<file path="src/spi_cmd_pkg.sv">
// Purpose: Shared constants and types for the serial command link.
// Assumes: Both ends run clk_sys at 40 MHz.
// Notes:   Instruction byte is opcode in bits 7:5, argument in bits 4:0.
package spi_cmd_pkg;

    typedef logic [7:0] byte_t;
    typedef logic [4:0] arg_t;
    typedef logic [2:0] opc_t;

    localparam opc_t OP_REG_READ  = 3'h0;
    localparam opc_t OP_BUF_READ  = 3'h1;
    localparam opc_t OP_REG_WRITE = 3'h2;
    localparam opc_t OP_BUF_WRITE = 3'h3;
    localparam opc_t OP_SET_BITS  = 3'h4;
    localparam opc_t OP_CLR_BITS  = 3'h5;
    localparam opc_t OP_SOFT_RST  = 3'h7;

    localparam arg_t  BUF_ARG         = 5'h1a;
    localparam arg_t  SOFT_RST_ARG    = 5'h1f;
    localparam byte_t SOFT_RESET_BYTE = 8'hff;
    localparam byte_t DUMMY_BYTE      = 8'h00;
    localparam byte_t READ_FILL_BYTE  = 8'h00;

    localparam int OPC_MSB  = 7;
    localparam int OPC_LSB  = 5;
    localparam int ARG_MSB  = 4;
    localparam int ARG_LSB  = 0;
    localparam int LAST_BIT = 7;

    localparam int CLK_PERIOD_NS   = 25;
    localparam int SCK_HALF_NS     = 200;
    localparam int SCK_HALF_CYCLES = (SCK_HALF_NS + CLK_PERIOD_NS - 1) / CLK_PERIOD_NS;

    typedef enum logic [1:0] {ST_CMD, ST_READ, ST_WRITE, ST_IGNORE} dev_state_t;
    typedef enum logic [2:0] {H_IDLE, H_SETUP, H_LOW, H_HIGH, H_HOLD, H_GAP} host_state_t;

endpackage

</file>
<file path="src/spi_cmd_if.sv">
// Purpose: Pins of the serial command link between host and device.
// Assumes: The device drives the serial output only while so_oe is high.
// Notes:   An undriven serial output line reads high.
`timescale 1ns/100ps
interface spi_cmd_if;
    logic sck;
    logic cs_n;
    logic si;
    logic so_drv;
    logic so_oe;
    logic so_line;

    assign so_line = so_oe ? so_drv : 1'b1;

    modport dev
    (
        input  sck,
        input  cs_n,
        input  si,
        output so_drv,
        output so_oe
    );

    modport host
    (
        output sck,
        output cs_n,
        output si,
        input  so_line
    );
endinterface

</file>
<file path="src/spi_cmd_device.sv">
// Purpose: Device end of the serial command link; decodes instructions.
// Assumes: Link pins are asynchronous to clk_sys and are synchronised here.
// Notes:   Register and buffer storage sit outside, on the user-side ports.
// Operation
// - Serial link works in clock mode 0,0 only.
// - Host keeps serial clock low while idle.
// - Input bits sampled on serial clock rise.
// - Output bit changes on serial clock fall.
// - Chip select low frames the whole operation.
// - First byte: 3-bit opcode, 5-bit argument.
// - Write-type instructions carry data bytes after.
// - Seven opcodes decoded; buffer commands need 1Ah.
// - Soft reset is the single byte FFh.
// - Read argument is a 5-bit register address.
// - Core register data shifts out immediately, MSB-first.
// - MAC/MII reads send one dummy byte first.
// - Read ends and output released at deselect.
// - No direct path to PHY registers.
// - Write lands on eighth bit; partial byte dropped.
// - Set-bits ORs into core registers only.
// - Clear-bits ANDs inverted data on last bit.
// - Buffer read streams bytes, advancing pointer each.
`timescale 1ns/100ps
module spi_cmd_device
    import spi_cmd_pkg::*;
(
    input  wire logic               clk_sys,
    input  wire logic               rst_n,
    spi_cmd_if.dev                  link,
    output spi_cmd_pkg::arg_t       reg_addr,
    input  wire spi_cmd_pkg::byte_t reg_rd_data,
    input  wire logic               reg_is_mac_mii,
    output logic                    reg_wr_en,
    output spi_cmd_pkg::byte_t      reg_wr_data,
    input  wire spi_cmd_pkg::byte_t buf_rd_data,
    output logic                    buf_rd_next,
    output logic                    buf_wr_en,
    output spi_cmd_pkg::byte_t      buf_wr_data,
    output logic                    soft_reset
);
    import spi_cmd_pkg::*;

    logic       sck_s1;
    logic       sck_s2;
    logic       sck_s3;
    logic       cs_s1;
    logic       cs_s2;
    logic       si_s1;
    logic       si_s2;
    logic       sck_rise;
    logic       sck_fall;
    logic       byte_done;
    byte_t      byte_in;
    logic [2:0] bit_cnt_reg;
    byte_t      in_sr_reg;
    dev_state_t state_reg;
    dev_state_t cmd_next;
    opc_t       op_reg;
    logic       load_req_reg;
    logic       first_reg;
    byte_t      tx_sr_reg;
    logic       so_reg;

    function automatic logic buf_arg_ok(input byte_t b);
        buf_arg_ok = (b[ARG_MSB:ARG_LSB] == BUF_ARG);
    endfunction

    function automatic dev_state_t decode_cmd(input byte_t b);
        case (b[OPC_MSB:OPC_LSB])
            OP_REG_READ:  decode_cmd = ST_READ;
            OP_BUF_READ:  decode_cmd = buf_arg_ok(b) ? ST_READ : ST_IGNORE;
            OP_REG_WRITE: decode_cmd = ST_WRITE;
            OP_BUF_WRITE: decode_cmd = buf_arg_ok(b) ? ST_WRITE : ST_IGNORE;
            OP_SET_BITS:  decode_cmd = ST_WRITE;
            OP_CLR_BITS:  decode_cmd = ST_WRITE;
            default:      decode_cmd = ST_IGNORE;
        endcase
    endfunction

    // Two flip-flops on every pin, one more on the clock to find its edges.
    always_ff @(posedge clk_sys or negedge rst_n)
    begin
        if (!rst_n)
        begin
            sck_s1 <= 1'b0;
            sck_s2 <= 1'b0;
            sck_s3 <= 1'b0;
            cs_s1  <= 1'b1;
            cs_s2  <= 1'b1;
            si_s1  <= 1'b0;
            si_s2  <= 1'b0;
        end
        else
        begin
            sck_s1 <= link.sck;
            sck_s2 <= sck_s1;
            sck_s3 <= sck_s2;
            cs_s1  <= link.cs_n;
            cs_s2  <= cs_s1;
            si_s1  <= link.si;
            si_s2  <= si_s1;
        end
    end

    // Only mode 0,0 edges count, and only inside a frame.
    assign sck_rise  = sck_s2 & ~sck_s3 & ~cs_s2;
    assign sck_fall  = ~sck_s2 & sck_s3 & ~cs_s2;
    assign byte_in   = {in_sr_reg[6:0], si_s2};
    assign byte_done = sck_rise && (bit_cnt_reg == 3'(LAST_BIT));
    assign cmd_next  = decode_cmd(byte_in);

    // Bit counter and input shifter; deselect drops any partial byte.
    always_ff @(posedge clk_sys or negedge rst_n)
    begin
        if (!rst_n)
        begin
            bit_cnt_reg <= 3'h0;
            in_sr_reg   <= 8'h00;
        end
        else if (cs_s2)
        begin
            bit_cnt_reg <= 3'h0;
        end
        else if (sck_rise)
        begin
            bit_cnt_reg <= bit_cnt_reg + 3'h1;
            in_sr_reg   <= byte_in;
        end
    end

    // Instruction decode.
    always_ff @(posedge clk_sys or negedge rst_n)
    begin
        if (!rst_n)
        begin
            state_reg <= ST_CMD;
            op_reg    <= OP_REG_READ;
            reg_addr  <= 5'h00;
        end
        else if (cs_s2)
        begin
            state_reg <= ST_CMD;
        end
        else if (byte_done && state_reg == ST_CMD)
        begin
            op_reg    <= byte_in[OPC_MSB:OPC_LSB];
            reg_addr  <= byte_in[ARG_MSB:ARG_LSB];
            state_reg <= cmd_next;
        end
    end

    // Reload the output shifter once per byte of a read.
    always_ff @(posedge clk_sys or negedge rst_n)
    begin
        if (!rst_n)
        begin
            load_req_reg <= 1'b0;
            first_reg    <= 1'b0;
            buf_rd_next  <= 1'b0;
        end
        else
        begin
            load_req_reg <= 1'b0;
            buf_rd_next  <= 1'b0;
            if (byte_done && state_reg == ST_CMD && cmd_next == ST_READ)
            begin
                load_req_reg <= 1'b1;
                first_reg    <= 1'b1;
            end
            else if (byte_done && state_reg == ST_READ)
            begin
                load_req_reg <= (op_reg != OP_BUF_READ);
                buf_rd_next  <= (op_reg == OP_BUF_READ);
            end
            if (buf_rd_next)
                load_req_reg <= 1'b1;
            if (load_req_reg)
            begin
                first_reg <= 1'b0;
            end
        end
    end

    // Output shifter reloads on load_req_reg and shifts only on the falling serial clock.
    always_ff @(posedge clk_sys or negedge rst_n)
    begin
        if (!rst_n)
        begin
            tx_sr_reg <= 8'h00;
            so_reg    <= 1'b0;
        end
        else if (load_req_reg)
        begin
            if (op_reg == OP_BUF_READ)
            begin
                tx_sr_reg <= buf_rd_data;
            end
            else if (first_reg && reg_is_mac_mii)
            begin
                tx_sr_reg <= DUMMY_BYTE;
            end
            else
            begin
                tx_sr_reg <= reg_rd_data;
            end
        end
        else if (sck_fall && state_reg == ST_READ)
        begin
            so_reg    <= tx_sr_reg[7];
            tx_sr_reg <= {tx_sr_reg[6:0], 1'b0};
        end
    end

    assign link.so_drv = so_reg;
    assign link.so_oe  = (state_reg == ST_READ);

    // Write-type effects on the eighth data bit.
    always_ff @(posedge clk_sys or negedge rst_n)
    begin
        if (!rst_n)
        begin
            reg_wr_en   <= 1'b0;
            reg_wr_data <= 8'h00;
            buf_wr_en   <= 1'b0;
            buf_wr_data <= 8'h00;
            soft_reset  <= 1'b0;
        end
        else
        begin
            reg_wr_en  <= 1'b0;
            buf_wr_en  <= 1'b0;
            soft_reset <= 1'b0;
            if (byte_done && state_reg == ST_CMD && byte_in == SOFT_RESET_BYTE)
            begin
                soft_reset <= 1'b1;
            end
            if (byte_done && state_reg == ST_WRITE)
            begin
                case (op_reg)
                    OP_REG_WRITE:
                    begin
                        reg_wr_en   <= 1'b1;
                        reg_wr_data <= byte_in;
                    end
                    OP_SET_BITS:
                    begin
                        reg_wr_en   <= ~reg_is_mac_mii;
                        reg_wr_data <= reg_rd_data | byte_in;
                    end
                    OP_CLR_BITS:
                    begin
                        reg_wr_en   <= ~reg_is_mac_mii;
                        reg_wr_data <= reg_rd_data & ~byte_in;
                    end
                    OP_BUF_WRITE:
                    begin
                        buf_wr_en   <= 1'b1;
                        buf_wr_data <= byte_in;
                    end
                    default:
                    begin
                        reg_wr_en <= 1'b0;
                    end
                endcase
            end
        end
    end

endmodule

</file>
<file path="src/flat_wrapper.sv">
// flat-port wrapper written by rule: the top's interface ports become plain ports
module spi_cmd_device_flat import spi_cmd_pkg::*;
  (clk_sys, rst_n, reg_addr, reg_rd_data, reg_is_mac_mii, reg_wr_en, reg_wr_data, buf_rd_data, buf_rd_next, buf_wr_en, buf_wr_data, soft_reset, link_sck, link_cs_n, link_si, link_so_drv, link_so_oe);
  spi_cmd_if link_i ();
  input  wire logic clk_sys;
  input  wire logic rst_n;
  output spi_cmd_pkg::arg_t reg_addr;
  input  wire spi_cmd_pkg::byte_t reg_rd_data;
  input  wire logic reg_is_mac_mii;
  output logic reg_wr_en;
  output spi_cmd_pkg::byte_t reg_wr_data;
  input  wire spi_cmd_pkg::byte_t buf_rd_data;
  output logic buf_rd_next;
  output logic buf_wr_en;
  output spi_cmd_pkg::byte_t buf_wr_data;
  output logic soft_reset;
  input wire logic [$bits(link_i.sck)-1:0] link_sck;
  input wire logic [$bits(link_i.cs_n)-1:0] link_cs_n;
  input wire logic [$bits(link_i.si)-1:0] link_si;
  output wire logic [$bits(link_i.so_drv)-1:0] link_so_drv;
  output wire logic [$bits(link_i.so_oe)-1:0] link_so_oe;
  assign link_i.sck = link_sck;
  assign link_i.cs_n = link_cs_n;
  assign link_i.si = link_si;
  assign link_so_drv = link_i.so_drv;
  assign link_so_oe = link_i.so_oe;
  spi_cmd_device u_core (.clk_sys(clk_sys), .rst_n(rst_n), .link(link_i), .reg_addr(reg_addr), .reg_rd_data(reg_rd_data), .reg_is_mac_mii(reg_is_mac_mii), .reg_wr_en(reg_wr_en), .reg_wr_data(reg_wr_data), .buf_rd_data(buf_rd_data), .buf_rd_next(buf_rd_next), .buf_wr_en(buf_wr_en), .buf_wr_data(buf_wr_data), .soft_reset(soft_reset));
endmodule
</file>
<file path="config.mk">
export PLATFORM = sky130hd
export DESIGN_NAME = spi_cmd_device_flat
export DESIGN_NICKNAME = d
export VERILOG_FILES = /design/src/spi_cmd_pkg.sv /design/src/spi_cmd_if.sv /design/src/spi_cmd_device.sv /design/src/flat_wrapper.sv
export SDC_FILE = /design/constraint.sdc
export NUM_CORES = 1
export LEC_CHECK = 0
export BUFFER_PORTS_ARGS = -buffer_cell sky130_fd_sc_hd__buf_2
export CORE_ASPECT_RATIO = 0.9
export CORE_MARGIN = 4
export CORE_UTILIZATION = 30
export DETAILED_ROUTE_END_ITERATION = 16
export GPL_ROUTABILITY_DRIVEN = 0
export SYNTH_ARGS = -nofsm -noshare
export SYNTH_HDL_FRONTEND = slang
export SYNTH_SLANG_ARGS = --single-unit
export TNS_END_PERCENT = 20
</file>
<file path="constraint.sdc">
create_clock -name clk_sys -period 3.25 [get_ports clk_sys]
set_input_delay 0.65 -clock clk_sys [delete_from_list [all_inputs] [get_ports clk_sys]]
set_output_delay 0.65 -clock clk_sys [all_outputs]
set_load 0.05 [all_outputs]
</file>
# Word level (Yosys, flattened, before mapping)
# Cells that the tools add are included.
[word_totals] register_bits=58 input_bits=22 n_memories=0 romBits=0 elab_cells=98 latchBits=0 output_inout_bits=27 ram_bits=0
[op_classes] muxes=24 n_bitwise=12 n_addsub=1 reduce_logical=22 multipliers=0 shift=0 div_mod_pow=0 eq_ne=17 n_lt_le_gt_ge=0
[op_table] op="8-bit 2-to-1 mux" n=4
[op_table] op="8-bit case mux with 3 select lines" n=1
[op_table] op="3-bit equality test (second input constant)" n=5
[op_table] op="3-bit by 2-bit equality test with 1-bit output (second input constant)" n=4
[op_table] op="1-bit 2-to-1 mux" n=12
[op_table] op="2-bit AND reduction" n=5
[op_table] op="8-bit bitwise AND" n=1
[op_table] op="8-bit equality test (second input constant)" n=1
[op_table] op="1-bit logical AND" n=8
[op_table] op="8-bit inverter" n=1
[op_table] op="8-bit bitwise OR" n=1
[op_table] op="2-bit case mux with 4 select lines" n=1
[op_table] op="2-bit nonzero test" n=4
[op_table] op="3-bit by 1-bit equality test with 1-bit output (second input constant)" n=2
[op_table] op="2-bit 2-to-1 mux" n=3
[op_table] op="3-bit 2-to-1 mux" n=2
[op_table] op="5-bit equality test (second input constant)" n=1
[op_table] op="1-bit inverter" n=5
[op_table] op="1-bit bitwise AND" n=4
[op_table] op="2-bit by 1-bit equality test with 1-bit output (second input constant)" n=2
[op_table] op="3-bit by 1-bit adder with 3-bit output (second input constant)" n=1
[op_table] op="3-bit zero test" n=1
[op_table] op="3-bit by 1-bit inequality test with 1-bit output (second input constant)" n=1
[op_table] op="3-bit nonzero test" n=1
[op_table] op="other kinds (5)" n=5

# Depth between registers and ports, before layout
[depth] ltp_word=8 ltp_mapped=6 ltp_nobuf=5

# Worst setup path before layout
# Ideal clock, no wire load.
[synth_path] kind="flip-flop to flip-flop" startpoint="register u_core.op_reg[0]" endpoint="register u_core.reg_wr_data[0]" required_time_ns=3.125 period_less_slack_ns=1.857 slack_ns=1.393 setup_time_ns=0.125 n_path_buf=0 arrival_ns=1.732 path_stages_with_launch=4 cell_sequence="dfrtp_1 > or3b_4 > a2111oi_4 > mux2_2"
[synth_via] elab_chain_cells=3 word_cells_on_any_way=6 classes_between="eq/ne: 3; mux: 1; reduce/logical: 2"
[synth_lines] item="from (decl)" line_no="spi_cmd_device.sv:58" text="opc_t op_reg;"
[synth_lines] item="from (signal assigned)" line_no="spi_cmd_device.sv:146" text="op_reg <= byte_in[OPC_MSB:OPC_LSB];"
[synth_lines] item="3-bit by 2-bit equality test with 1-bit output / 3-bit equality test (equally long branches)" line_no="spi_cmd_device.sv:239" text="case (op_reg)"
[synth_lines] item="3-bit nonzero test (no line)"
[synth_lines] item="2-bit AND reduction (no line)"
[synth_lines] item="to (signal assigned)" line_no="spi_cmd_device.sv:243" text="reg_wr_data <= byte_in;"
[synth_lines] item="to (signal assigned)" line_no="spi_cmd_device.sv:248" text="reg_wr_data <= reg_rd_data | byte_in;"
[synth_lines] item="to (signal assigned)" line_no="spi_cmd_device.sv:253" text="reg_wr_data <= reg_rd_data & ~byte_in;"
[synth_lines] item="to (decl)" line_no="spi_cmd_device.sv:34" text="output spi_cmd_pkg::byte_t reg_wr_data,"
# Several ways; a longest one is shown, not always the timed one.
# A chain may end at the register's enable or synchronous reset.

# Final worst setup path
[layout_path] startpoint="register u_core.op_reg[1]" endpoint="register u_core.reg_wr_data[4]"
# Same word-level chain as after synthesis.

==> summary.md <==
- hold-fix buffer count after cts: 0
- synth cell count leaders: 56 x sky130_fd_sc_hd__dfrtp_1, 24 x sky130_fd_sc_hd__mux2_2, 16 x sky130_fd_sc_hd__o21ai_0, 14 x sky130_fd_sc_hd__clkbuf_1, 10 x sky130_fd_sc_hd__nand2b_1
- Most used DFF post-synth: sky130_fd_sc_hd__dfrtp_1
- post-layout instance count excluding filler cells: 391
- total wirelength of the detailed-routed design: 6220 µm
- register bit total from synthesis: 58
- Setup Buffers After CTS: 0
- number of placement rows: 32
- required arrival time at the worst endpoint: 3.47 ns
- IO Port Bufs: 48
- setup_tns: 0 ns
- Initial DRC Count: 67
- fraction of registers with async set or reset after synthesis: 1.00
- max-capacitance violation count: 0
- signal arrival time at the worst endpoint: 2.48 ns
- Worst IR Drop VDD: 0.182 mV
- Max-Slew Margin vs Limit: 0.324
- CTS tree: built
- clock sink total: 58
- dominant cell type by area after synthesis: sky130_fd_sc_hd__dfrtp_1
- NumNets Final: 291
- via count normalized by instance count: 4.89
- power density over the cells: 485 mW/mm²
- die footprint: 0.0104 mm²
- number of antenna violations at the first check in global routing: 0
- global-route wire length before repair: 10100 µm
- leading post-synthesis cells by cell area: sky130_fd_sc_hd__dfrtp_1 53%, sky130_fd_sc_hd__mux2_2 10%, sky130_fd_sc_hd__nor4bb_1 3.4%
- CP cell instances: or3b_4 -> a2111oi_4 -> mux2_2
- cell type of the slowest stage on the worst timing path: sky130_fd_sc_hd__a2111oi_4
- Critical Setup Path Class: reg -> reg
- Clock Path Buffers: 2
- area of the core region: 0.00857 mm²
- flop2flop setup slack: 0.99 ns
- antenna cell count: 0
- Crit. End Element: flop
- total routing usage reported by global routing: 0.127
- most frequent cell after synthesis: sky130_fd_sc_hd__dfrtp_1
- worst-case clock skew: 0.00651 ns
- synthesized net count: 244
- die outline width: 107 µm
- fin crit share: 0.696
- maximum level of the CTS H-tree: 3
- cells resized by post-CTS repair: 0
- delay of the slowest cell on the worst path: 0.72 ns
- Final Hold Violating Endpoints: 0
- post-DR wirelength/cell: 15.9 µm
- upper clock frequency limit: 0.442 GHz
- clock transition at the register clock pins on the worst setup and hold paths after CTS: 0.06 ns
- later-pin clock latency in the skew report: 0.33 ns
- sequential element share of the synthesized area: 0.549
- area of all placed cells without fillers: 0.00318 mm²
- Worst-Margin Slew: 1.00 ns
- count of antenna-violating nets left after detailed routing: 0
- number of detailed-route iterations in the first pass: 4
- mean post-synth cell area: 12.0 µm²
- type of the tightest min-delay check: reg -> reg
- outcome: finished clean
- number of enable-type register cells in the synthesized netlist: 0
- drc violations: 0
- Top-Level Pins: 49
- detailed-route via count: 1911
- startpoint types: flop
- P&R area growth vs syn: 20.1%
- starting density of the core: 0.309
- netlist area before placement: 0.00265 mm²
- Yosys top cell area share: 0.530
- Tmin final: 2.26 ns
- total number of yosys warnings: 0
- number of distinct library cells after synthesis: 42
- half-perimeter wire length after detailed placement: 4450 µm
- Clock Root Buffer: sky130_fd_sc_hd__clkbuf_8
- final setup vio count: 0
- final number of max-transition violations: 0
- Area after DPL: 0.00300 mm²
- number of global-route vias before repair: 1878
- largest net degree at the start of global routing: 45
- maximum fanout encountered on the critical timing path: 14
- number of buffers added by the clock tree synthesis step: 9
- Synth Instances: 220
- setup repair after global routing missed its margin: false
- leakage power figure: 1.53 nW
- y dimension of the die: 97.1 µm
- proportion of layout cells with a drive suffix above 1: 0.349
- remaining global-route overflow: 0
- Inst Count DP: 375
==> cells in the final DEF (no fill, tap or decap), types with 2 or more instances in the layout <==
cell / count
sky130_fd_sc_hd__a311oi_1: 7
sky130_fd_sc_hd__a31oi_1: 8
sky130_fd_sc_hd__buf_2: 48
sky130_fd_sc_hd__buf_4: 3
sky130_fd_sc_hd__clkbuf_1: 4
sky130_fd_sc_hd__clkbuf_8: 9
sky130_fd_sc_hd__clkinv_2: 2
sky130_fd_sc_hd__dfrtp_1: 56
sky130_fd_sc_hd__dfstp_2: 2
sky130_fd_sc_hd__ha_1: 2
sky130_fd_sc_hd__inv_1: 9
sky130_fd_sc_hd__mux2_2: 24
sky130_fd_sc_hd__mux2i_1: 3
sky130_fd_sc_hd__nand2_1: 9
sky130_fd_sc_hd__nand2b_1: 10
sky130_fd_sc_hd__nand3_1: 3
sky130_fd_sc_hd__nand3b_1: 9
sky130_fd_sc_hd__nor2_1: 4
sky130_fd_sc_hd__nor2b_1: 2
sky130_fd_sc_hd__nor4bb_1: 9
sky130_fd_sc_hd__o21ai_0: 16
sky130_fd_sc_hd__o22ai_1: 8
sky130_fd_sc_hd__o32ai_1: 2
==> per-layer routing <==
metal | GRT usage | part of all wire | vias to the layer above
met2 | 0.189 | 0.46 | 42
met5 | 0 | 0 | -
met4 | 0.0472 | 0.015 | 0
li1 | - | - | 921
met3 | 0.0425 | 0.055 | 9
met1 | 0.172 | 0.47 | 939
==> where the power goes <==
group | leakage, nW | total [mW] | internal [mW] | switching (mW)
logic | 0.657 | 0.121 | 0.0577 | 0.0634
registers | 0.786 | 0.796 | 0.748 | 0.0478
clock network | 0.0914 | 0.627 | 0.353 | 0.274
total | 1.53 | 1.54 | 1.16 | 0.385
==> logic make-up after synthesis <==
group | after synthesis | share of synthesized area
simple gates | 58 | 0.156
buf+inv | 25 | 0.0359
compound gates | 48 | 0.128
fa+ha+maj | 2 | 0.00945
flops | 58 | 0.549
mux | 28 | 0.118
xor+xnor | 1 | 0.00331
==> path summary, 6_finish.rpt <==
| path | startpoint | to | depth (start not counted) |
|---|---|---|---|
| max in group asynchronous | rst_n | u_core.buf_wr_data[6] | 2 |
| hold / removal | u_core.si_s1 | u_core.si_s2 | 0 |
| min in group asynchronous | rst_n | u_core.tx_sr_reg[3] | 1 |
| hold reg to reg | u_core.si_s1 | u_core.si_s2 | 0 |
| setup / recovery | u_core.op_reg[1] | u_core.reg_wr_data[4] | 3 |
| setup reg to reg | u_core.op_reg[1] | u_core.reg_wr_data[4] | 3 |
==> critical path, delay by kind of cell, from the launching register on <==
family          cells  cell delay (ns)
flops               1             0.57
compound gates      1             0.72
simple gates        1             0.45
mux                 1             0.41
==> final cells by class <==
type	count	area, µm²
clock buffer	13	139
clock inverter	3	40.0
fill	890	5390
inverter	10	37.5
multi-input combinational	137	1100
sequential	58	1450
tap	119	149
timing repair buffer	51	263
==> stage by stage <==
step / hold WS [ns] / utilization / power, mW / setup slack [ns]
2_1_floorplan: 0.331 / - / 0.867 / 1.39
3_3_place_gp: 0.333 / 0.350 / 0.932 / 1.04
3_5_place_dp: 0.336 / 0.350 / 0.931 / 1.01
4_1_cts: 0.351 / 0.371 / 1.57 / 0.986
5_1_grt: 0.355 / 0.371 / 1.61 / 0.853
6_report: 0.348 / 0.371 / 1.54 / 0.988
Power figures use the tool's default switching activity.
